--- src/thlc_defines.svh ---
// register indices, field positions, reset values and response codes of the timer control block
`ifndef THLC_DEFINES_SVH
`define THLC_DEFINES_SVH

// ****************************************************************
// register indices (byte address is four times the index)
// ****************************************************************
`define THLC_IDX_W        14
`define THLC_IDX_COUNTER  14'h03a1
`define THLC_IDX_CTRL     14'h03a2
`define THLC_IDX_HLT      14'h03a3
`define THLC_IDX_PS       14'h03a4
`define THLC_IDX_PERIOD   14'h03a5
`define THLC_IDX_CNT_HI   14'h03a6
`define THLC_IDX_CNT_LO   14'h03a7

// ****************************************************************
// field positions
// ****************************************************************
`define THLC_CTRL_EN      0
`define THLC_CTRL_OS      1
`define THLC_CTRL_VSEL    2
`define THLC_CTRL_RUN     7
`define THLC_HLT_POL      7
`define THLC_HLT_SYNC     6
`define THLC_HLT_START_HI 5
`define THLC_HLT_START_LO 4
`define THLC_HLT_RST_HI   3
`define THLC_HLT_RST_LO   2
`define THLC_HLT_STOP_HI  1
`define THLC_HLT_STOP_LO  0

// ****************************************************************
// reset values and bus answers
// ****************************************************************
`define THLC_HLT_RST      8'h40
`define THLC_PS_RST       8'h00
`define THLC_PER_RST      16'hffff
`define THLC_CNT_RST      16'h0000
`define THLC_RESP_OKAY    2'h0
`define THLC_RESP_SLVERR  2'h2

`endif

--- src/thlc_pkg.sv ---
// types of the timer control block: selector codes and run state
package thlc_pkg;

	typedef enum logic [1:0] {
		START_NONE  = 2'h0, START_BOTH = 2'h1, START_RISE = 2'h2, START_LEVEL = 2'h3
	} thlc_start_e;

	typedef enum logic [1:0] {
		RST_NONE = 2'h0, RST_LOW = 2'h1, RST_FIRST = 2'h2, RST_MATCH = 2'h3
	} thlc_reset_e;

	typedef enum logic [1:0] {
		STOP_NONE = 2'h0, STOP_BOTH = 2'h1, STOP_RISE = 2'h2, STOP_MATCH = 2'h3
	} thlc_stop_e;

	typedef enum logic [1:0] {
		ST_IDLE = 2'h1, ST_RUN = 2'h2
	} thlc_state_e;

endpackage : thlc_pkg

--- src/thlc_top.sv ---
// timer start/reset/stop control, prescaler, counter and capture behind an AXI4-Lite slave
`timescale 1ns/1ns
`include "thlc_defines.svh"
module thlc_top (
	input  wire logic        mclk,
	input  wire logic        rstn,
	input  wire logic        awvalid,
	output logic             awready,
	input  wire logic [15:0] awaddr,
	input  wire logic        wvalid,
	output logic             wready,
	input  wire logic [31:0] wdata,
	input  wire logic [3:0]  wstrb,
	output logic             bvalid,
	input  wire logic        bready,
	output logic [1:0]       bresp,
	input  wire logic        arvalid,
	output logic             arready,
	input  wire logic [15:0] araddr,
	output logic             rvalid,
	input  wire logic        rready,
	output logic [31:0]      rdata,
	output logic [1:0]       rresp,
	input  wire logic        timer_clock_in,
	input  wire logic        external_reset_source,
	output logic             counter_run
);

	// ****************************************************************
	// state
	// ****************************************************************
	logic [1:0]              tclk_sync_q;
	logic                    tclk_last_q;
	logic [1:0]              src_sync_q;
	logic                    src_last_q;
	logic                    on_sync_q;
	logic                    en_q;
	logic                    os_q;
	logic                    vsel_q;
	logic [7:0]              hlt_q;
	logic [7:0]              ps_q;
	logic [7:0]              ps_cnt_q;
	logic [15:0]             per_buf_q;
	logic [15:0]             per_eff_q;
	logic [15:0]             cnt_q;
	logic [15:0]             cap_q;
	logic                    rst_pend_q;
	thlc_pkg::thlc_state_e   state_q;
	logic                    aw_full_q;
	logic                    w_full_q;
	logic [`THLC_IDX_W-1:0]  aw_idx_q;
	logic [31:0]             wdata_q;
	logic [3:0]              wstrb_q;
	logic                    bvalid_q;
	logic [1:0]              bresp_q;
	logic                    rvalid_q;
	logic [31:0]             rdata_q;
	logic [1:0]              rresp_q;

	// ****************************************************************
	// pin synchronisers
	// ****************************************************************
	// two flops before any logic reads the pins
	always_ff @(posedge mclk) begin
		if (!rstn) begin
			tclk_sync_q <= 2'h0;
			tclk_last_q <= 1'b0;
			src_sync_q  <= 2'h0;
		end else begin
			tclk_sync_q <= {tclk_sync_q[0], timer_clock_in};
			tclk_last_q <= tclk_sync_q[1];
			src_sync_q  <= {src_sync_q[0], external_reset_source};
		end
	end

	// ****************************************************************
	// field decode and event terms
	// ****************************************************************
	thlc_pkg::thlc_start_e start_sel;
	thlc_pkg::thlc_reset_e rst_sel;
	thlc_pkg::thlc_stop_e  stop_sel;
	logic tick, syn, on_eff, evt_cyc, src_pol, rise, fall, running, cnt_tick, match;
	logic start_hit, start_evt, stop_hit, cap_evt, first_set;
	logic match_rst, low_rst, first_rst, rst_evt, ps_clr, run_status;

	assign start_sel = thlc_pkg::thlc_start_e'(hlt_q[`THLC_HLT_START_HI:`THLC_HLT_START_LO]);
	assign rst_sel   = thlc_pkg::thlc_reset_e'(hlt_q[`THLC_HLT_RST_HI:`THLC_HLT_RST_LO]);
	assign stop_sel  = thlc_pkg::thlc_stop_e'(hlt_q[`THLC_HLT_STOP_HI:`THLC_HLT_STOP_LO]);
	assign tick      = tclk_sync_q[1] & ~tclk_last_q;
	assign syn       = hlt_q[`THLC_HLT_SYNC];
	assign on_eff    = syn ? on_sync_q : en_q;
	assign evt_cyc   = syn ? tick : 1'b1;
	assign src_pol   = src_sync_q[1] ^ hlt_q[`THLC_HLT_POL];
	assign rise      = on_eff & evt_cyc & src_pol & ~src_last_q;
	assign fall      = on_eff & evt_cyc & ~src_pol & src_last_q;
	assign running   = (state_q == thlc_pkg::ST_RUN);
	assign cnt_tick  = on_eff & tick & (ps_cnt_q == ps_q);
	assign match     = (cnt_q == per_eff_q);

	assign start_hit = on_eff & (start_sel == thlc_pkg::START_LEVEL ? src_pol & evt_cyc :
	                             start_sel == thlc_pkg::START_RISE  ? rise :
	                             start_sel == thlc_pkg::START_BOTH  ? rise | fall : 1'b1);
	assign start_evt = start_hit & ~running;
	assign stop_hit  = on_eff & running & (stop_sel == thlc_pkg::STOP_MATCH ? cnt_tick & match :
	                                       stop_sel == thlc_pkg::STOP_RISE  ? rise :
	                                       stop_sel == thlc_pkg::STOP_BOTH  ? rise | fall : 1'b0);
	// capture on rise with stop none
	assign cap_evt   = stop_hit | (running & (stop_sel == thlc_pkg::STOP_NONE) & rise);
	// level start arms only at off-on
	assign first_set = (rst_sel == thlc_pkg::RST_FIRST) &
	                   ((start_sel == thlc_pkg::START_LEVEL || start_sel == thlc_pkg::START_NONE) ?
	                    start_evt : start_hit);
	assign match_rst = running & cnt_tick & match & (rst_sel != thlc_pkg::RST_NONE);
	assign low_rst   = on_eff & running & (rst_sel == thlc_pkg::RST_LOW) & ~src_pol;
	assign first_rst = running & cnt_tick & rst_pend_q;
	assign rst_evt   = match_rst | low_rst | first_rst;
	// run status held low in level reset
	assign run_status = running & ~((rst_sel == thlc_pkg::RST_LOW) & ~src_pol);

	// ****************************************************************
	// bus decode
	// ****************************************************************
	logic                   wr_go, ar_go;
	logic [`THLC_IDX_W-1:0] ar_idx;
	logic                   wr_ctrl, wr_hlt, wr_ps, wr_per_lo, wr_per_hi;
	logic                   cnt_hi_en, cnt_lo_en, wr_cnt;
	logic [7:0]             new_hi, new_lo;
	logic                   ar_mapped, aw_mapped;
	logic [15:0]            view_val;
	logic [31:0]            rd_mux;

	assign awready   = ~aw_full_q & ~bvalid_q;
	assign wready    = ~w_full_q & ~bvalid_q;
	assign arready   = ~rvalid_q;
	assign wr_go     = aw_full_q & w_full_q & ~bvalid_q;
	assign ar_go     = arvalid & ~rvalid_q;
	assign ar_idx    = araddr[15:2];
	assign wr_ctrl   = wr_go & (aw_idx_q == `THLC_IDX_CTRL) & wstrb_q[0];
	assign wr_hlt    = wr_go & (aw_idx_q == `THLC_IDX_HLT) & wstrb_q[0];
	assign wr_ps     = wr_go & (aw_idx_q == `THLC_IDX_PS) & wstrb_q[0];
	assign wr_per_lo = wr_go & (aw_idx_q == `THLC_IDX_PERIOD) & wstrb_q[0];
	assign wr_per_hi = wr_go & (aw_idx_q == `THLC_IDX_PERIOD) & wstrb_q[1];
	// counter writable only in counter view
	assign cnt_hi_en = wr_go & vsel_q & (((aw_idx_q == `THLC_IDX_COUNTER) & wstrb_q[1]) |
	                                     ((aw_idx_q == `THLC_IDX_CNT_HI) & wstrb_q[0]));
	assign cnt_lo_en = wr_go & vsel_q & wstrb_q[0] &
	                   ((aw_idx_q == `THLC_IDX_COUNTER) | (aw_idx_q == `THLC_IDX_CNT_LO));
	assign new_hi    = (aw_idx_q == `THLC_IDX_COUNTER) ? wdata_q[15:8] : wdata_q[7:0];
	assign new_lo    = wdata_q[7:0];
	assign wr_cnt    = cnt_hi_en | cnt_lo_en;
	assign ps_clr    = stop_hit | rst_evt | wr_ps | wr_cnt | cnt_tick;
	assign aw_mapped = (aw_idx_q >= `THLC_IDX_COUNTER) & (aw_idx_q <= `THLC_IDX_CNT_LO);
	assign ar_mapped = (ar_idx >= `THLC_IDX_COUNTER) & (ar_idx <= `THLC_IDX_CNT_LO);
	assign view_val  = vsel_q ? cnt_q : cap_q;

	// read data select; unmapped reads return zero
	assign rd_mux = (ar_idx == `THLC_IDX_COUNTER) ? {16'h0000, view_val} :
	                (ar_idx == `THLC_IDX_CTRL)    ? {24'h000000, run_status, 4'h0, vsel_q, os_q, en_q} :
	                (ar_idx == `THLC_IDX_HLT)     ? {24'h000000, hlt_q} :
	                (ar_idx == `THLC_IDX_PS)      ? {24'h000000, ps_q} :
	                (ar_idx == `THLC_IDX_PERIOD)  ? {16'h0000, per_buf_q} :
	                (ar_idx == `THLC_IDX_CNT_HI)  ? {24'h000000, view_val[15:8]} :
	                (ar_idx == `THLC_IDX_CNT_LO)  ? {24'h000000, view_val[7:0]} : 32'h00000000;

	// ****************************************************************
	// AXI4-Lite slave
	// ****************************************************************
	// address and data taken in either order, answer one cycle after both
	always_ff @(posedge mclk) begin
		if (!rstn) begin
			aw_full_q <= 1'b0;
			w_full_q  <= 1'b0;
			aw_idx_q  <= 14'h0000;
			wdata_q   <= 32'h00000000;
			wstrb_q   <= 4'h0;
			bvalid_q  <= 1'b0;
			bresp_q   <= `THLC_RESP_OKAY;
		end else begin
			if (awvalid && awready) begin
				aw_full_q <= 1'b1;
				aw_idx_q  <= awaddr[15:2];
			end
			if (wvalid && wready) begin
				w_full_q <= 1'b1;
				wdata_q  <= wdata;
				wstrb_q  <= wstrb;
			end
			if (wr_go) begin
				aw_full_q <= 1'b0;
				w_full_q  <= 1'b0;
				bvalid_q  <= 1'b1;
				bresp_q   <= aw_mapped ? `THLC_RESP_OKAY : `THLC_RESP_SLVERR;
			end else if (bvalid_q && bready) begin
				bvalid_q <= 1'b0;
			end
		end
	end

	// read answer registered one cycle after the address
	always_ff @(posedge mclk) begin
		if (!rstn) begin
			rvalid_q <= 1'b0;
			rdata_q  <= 32'h00000000;
			rresp_q  <= `THLC_RESP_OKAY;
		end else if (ar_go) begin
			rvalid_q <= 1'b1;
			rdata_q  <= rd_mux;
			rresp_q  <= ar_mapped ? `THLC_RESP_OKAY : `THLC_RESP_SLVERR;
		end else if (rvalid_q && rready) begin
			rvalid_q <= 1'b0;
		end
	end

	assign bvalid = bvalid_q;
	assign bresp  = bresp_q;
	assign rvalid = rvalid_q;
	assign rdata  = rdata_q;
	assign rresp  = rresp_q;

	// ****************************************************************
	// software registers
	// ****************************************************************
	// hlt and prescaler are unsynchronised; software keeps them still while enabled
	always_ff @(posedge mclk) begin
		if (!rstn) begin
			en_q      <= 1'b0;
			os_q      <= 1'b0;
			vsel_q    <= 1'b0;
			hlt_q     <= `THLC_HLT_RST;
			ps_q      <= `THLC_PS_RST;
			per_buf_q <= `THLC_PER_RST;
		end else begin
			if (wr_ctrl) begin
				en_q   <= wdata_q[`THLC_CTRL_EN];
				os_q   <= wdata_q[`THLC_CTRL_OS];
				vsel_q <= wdata_q[`THLC_CTRL_VSEL];
			end
			// one-shot stop wins over a write
			if (os_q && stop_hit)
				en_q <= 1'b0;
			// taken as written; kept stable by software
			if (wr_hlt)
				hlt_q <= wdata_q[7:0];
			// taken as written; kept stable by software
			if (wr_ps)
				ps_q <= wdata_q[7:0];
			if (wr_per_lo)
				per_buf_q[7:0] <= wdata_q[7:0];
			if (wr_per_hi)
				per_buf_q[15:8] <= wdata_q[15:8];
		end
	end

	// ****************************************************************
	// timer core
	// ****************************************************************
	// enable rises and source samples follow the tick when sync is on; enable low clears on_sync_q at once
	always_ff @(posedge mclk) begin
		if (!rstn) begin
			on_sync_q  <= 1'b0;
			src_last_q <= 1'b0;
		end else begin
			on_sync_q <= en_q & (tick | on_sync_q);
			if (evt_cyc)
				src_last_q <= src_pol;
		end
	end

	// run state
	always_ff @(posedge mclk) begin
		if (!rstn) begin
			state_q <= thlc_pkg::ST_IDLE;
		end else begin
			case (state_q)
				thlc_pkg::ST_IDLE: begin
					if (start_evt)
						state_q <= thlc_pkg::ST_RUN;
				end
				thlc_pkg::ST_RUN: begin
					if (stop_hit || !on_eff)
						state_q <= thlc_pkg::ST_IDLE;
				end
				default: state_q <= thlc_pkg::ST_IDLE;
			endcase
		end
	end

	// prescaler runs whenever enabled, started or not
	always_ff @(posedge mclk) begin
		if (!rstn) begin
			ps_cnt_q <= 8'h00;
		end else if (ps_clr) begin
			ps_cnt_q <= 8'h00;
		end else if (on_eff && tick) begin
			ps_cnt_q <= ps_cnt_q + 8'h01;
		end
	end

	// counter, pending first-clock reset, period and capture
	always_ff @(posedge mclk) begin
		if (!rstn) begin
			cnt_q      <= `THLC_CNT_RST;
			cap_q      <= `THLC_CNT_RST;
			per_eff_q  <= `THLC_PER_RST;
			rst_pend_q <= 1'b0;
		end else begin
			if (wr_cnt)
				cnt_q <= {cnt_hi_en ? new_hi : cnt_q[15:8], cnt_lo_en ? new_lo : cnt_q[7:0]};
			else if (rst_evt)
				cnt_q <= `THLC_CNT_RST;
			else if (running && cnt_tick && !stop_hit)
				cnt_q <= cnt_q + 16'h0001;
			if (first_set)
				rst_pend_q <= 1'b1;
			else if (first_rst || !on_eff)
				rst_pend_q <= 1'b0;
			if (rst_evt || stop_hit)
				per_eff_q <= per_buf_q;
			if (cap_evt)
				cap_q <= cnt_q;
		end
	end

	assign counter_run = running;
endmodule : thlc_top

--- config.mk ---
export PLATFORM = sky130hd
export DESIGN_NAME = thlc_top
export DESIGN_NICKNAME = d
export VERILOG_FILES = /design/src/thlc_pkg.sv /design/src/thlc_top.sv
export VERILOG_INCLUDE_DIRS = /design/src /design/src/src
export SDC_FILE = /design/constraint.sdc
export NUM_CORES = 1
export LEC_CHECK = 0
export BUFFER_PORTS_ARGS = -buffer_cell sky130_fd_sc_hd__buf_2
export CAP_MARGIN = 20
export CELL_PAD_IN_SITES_DETAIL_PLACEMENT = 1
export CELL_PAD_IN_SITES_GLOBAL_PLACEMENT = 1
export CORE_ASPECT_RATIO = 1.2
export CORE_MARGIN = 4
export CORE_UTILIZATION = 44
export CTS_BUF_LIST = sky130_fd_sc_hd__clkbuf_4
export DETAILED_ROUTE_END_ITERATION = 6
export PLACE_DENSITY_LB_ADDON = 0.1
export RECOVER_POWER = 100
export SLEW_MARGIN = 15
export SYNTH_ARGS = -nofsm -noshare
export SYNTH_HDL_FRONTEND = slang
export SYNTH_SLANG_ARGS = --single-unit
--- constraint.sdc ---
create_clock -name mclk -period 3 [get_ports mclk]
set_input_delay 0.3 -clock mclk [delete_from_list [all_inputs] [get_ports mclk]]
set_output_delay 0.3 -clock mclk [all_outputs]
set_load 0.01 [all_outputs]
==> reports/summary.txt <==
Final worst path period need: 2.77 ns
Vias per std cell: 5.70
Final hold vios: 0
Non-filler cells, final: 1,228
Reg2reg start: cnt_q[9]
Worst hold path stage count: 4
Nets: 1,080
DR vias: 6,999
Sequential-to-total area share from yosys stat: 40.8%
Filler cells: 2,059
Synth warn: 0
CTS clk-pin slew, worst paths: 0.13 ns
Root buffer cell: clkbuf_4
Area growth, synth to finish: 15.8%
Core ar.: 16,900 um^2
Vias in the first global route: 7,364
R2R setup slack: 0.23 ns
Multi-input gate area: 4120 um^2
Final period util: 92.5%
DR iter-0 viols: 438
Tightest Hold Check Type: in -> reg
Hold path startpoint: bready
Worst-Margin Slew: 1.37 ns
GP Congestion: 0.869
Cell taking the most area after synthesis: dfxtp_1
Per-cell routed wire length: 19.7 um
Status: finished, final reports clean
I/O Pins: 119
Die area: 19,500 um^2
Worst clock skew: 0.0218 ns
Maximum vdd drop: 0.222 mV
Slew headroom: 8.46%
Synth Flop Type: dfxtp_1
Clock buffer depth: 2
Cells after Synth: 887
Syn_area_per_cell: 8.58 um^2
Post-Syn Area: 7610 um^2
R2R cell count: 7
Max-slew violations: 0
Congestion Overflow GR: 0
CTS tree: built
GRT Overall Usage: 25.0%
Total wire length: 24.2 mm
H-tree lvl count: 4
Row Count: 52
First-pass GRT wire length: 38.9 mm
Crit-path max FO: 8
Critical Path RT: 3.43 ns
MaxCap Viol Count: 0
Synth cell types: 74
Commonest cells after routing, fill and taps aside: nand2_1, dfxtp_1, mux2i_1
First drt pass iteration count: 5
Commonest non-fill, non-tap cell in the layout: nand2_1
Sink Count: 155
Crit path from: cnt_q[9]
Yosys reg bits: 155
FMAX: 361 MHz
Worst EP arrival: 3.21 ns
Ranking of synthesized cells by area: dfxtp_1, mux2i_1, nand2_1
Critical Path End Type: flip-flop
Cells after DPL: 1,159
Ys async rst share: 0%
RSZ-0062 raised after global routing: no
Final-report setup violation count: 0
Die boundary height: 152 um
Share of cells above drive strength 1: 13.2%
Largest net degree at the start of global routing: 63
Starting Density: 45.0%
Power Total: 0.00394 W
Post-DP HPWL: 17.8 mm
Register area: 3100 um^2
Die W: 128 um
Leak pwr: 3.32 nW
Worst skew pair latency: 0.57 ns
I/O Buffers: 78
Post-synth top area share: 40.8%
Setup TNS: 0 ns
Initial antenna violation count: 1
CTS Buf Count: 17
DRC viols: 0
Pwr/cell area: 446 nW/um^2
Final ANT Viol Nets: 0
Post-synth EDFFs: 0
Critical Path Start Type: flip-flop
Crit path kind: reg -> reg
PostCTS Resize Cnt: 0
-- worst max-delay path: stages (launching register included) --
cell     delay (ns)
dfxtp_1        0.55
xor2_1         0.16
nor4_1         0.32
nand4_1        0.28
o311a_4        0.48
or3_4          0.36
nand3_1        0.32
o21ai_0        0.17
-- synthesized netlist by cell type (15+ instances only) --
cell,count
nor3_1,22
nand2_1,162
o21ai_0,45
dfxtp_1,155
buf_4,21
clkbuf_1,39
nand3_1,30
mux2i_1,63
xor2_1,22
nor2_1,57
inv_1,15
a21oi_1,48
-- power by group --
group	total (W)	switching [W]	leakage, nW	internal (W)
Clock	0.00144	0.000781	0.161	0.000661
Sequential	0.00217	0.0000628	1.26	0.00211
Combinational	0.000324	0.000192	1.90	0.000133
-- sequential cells by signal, indices dropped and copies added (netlist names), 2 cells and up --
register and count:
hlt_q 8, ps_cnt_q 8, tclk_sync_q 2, src_sync_q 2
per_buf_q 16, wdata_q 16, state_q 2, cap_q 16
wstrb_q 2, ps_q 8, aw_idx_q 14, per_eff_q 16
rdata 16, cnt_q 16
-- stage by stage --
step / cell area [um^2] / worst slack, ns / hold slack [ns] / util [%]
floorplan: 7680 / 0.645 / 0.399 / -
global placement: 8230 / 0.418 / 0.413 / 48.6
detailed placement: 8230 / 0.372 / 0.426 / 48.6
CTS: 8910 / 0.341 / 0.0202 / 52.7
global route: 8820 / 0.115 / 0.0463 / 52.1
finish: 8820 / 0.226 / 0.0582 / 52.1
-- final cells by class --
| class | count | share of cell area, % |
|---|---|---|
| multi-input combinational | 661 | 46.7 |
| inverter | 16 | 0.681 |
| clock inverter | 15 | 2.24 |
| tap | 216 | 3.06 |
| timing repair buffer | 147 | 10.7 |
| sequential | 155 | 35.2 |
| clock buffer | 17 | 1.45 |
| antenna | 1 | 0.0284 |
-- path summary, 6_finish.rpt --
kind | end
setup reg to reg | cnt_q[15]
hold / removal | bvalid
hold reg to reg | tclk_sync_q[1]
setup / recovery | cnt_q[15]
-- metal layers --
layer  part of all wire (%)  global-route usage (%)  vias up  wire (um)
met1                     42                    30.5     3395      10100
met2                     50                    43.1      229      12000
met4                    3.7                    10.1        0        888
met3                    5.1                    4.39       51       1220
met5                      0                       0        -          0
li1                       -                       -     3324          -
-- logic make-up after synthesis --
group	after synthesis	share of synthesized area, %
other	1	0.0493
DFF	155	40.8
and+or+nand+nor	352	22.1
xor gates and xnor gates	33	3.80
muxes	84	12.3
buffers and inverters	88	5.67
adders and majority gates	5	0.822
AOI/OAI and AO/OA	169	14.4
-- what timing repair did --
item | in CTS | in global routing
hold endpoints to repair | 35 | 0
buffers inserted | 0 | 0
setup endpoints to repair | 0 | 0
hold buffers | 36 | 0
Note: power is estimated with default switching activity, not from simulation.
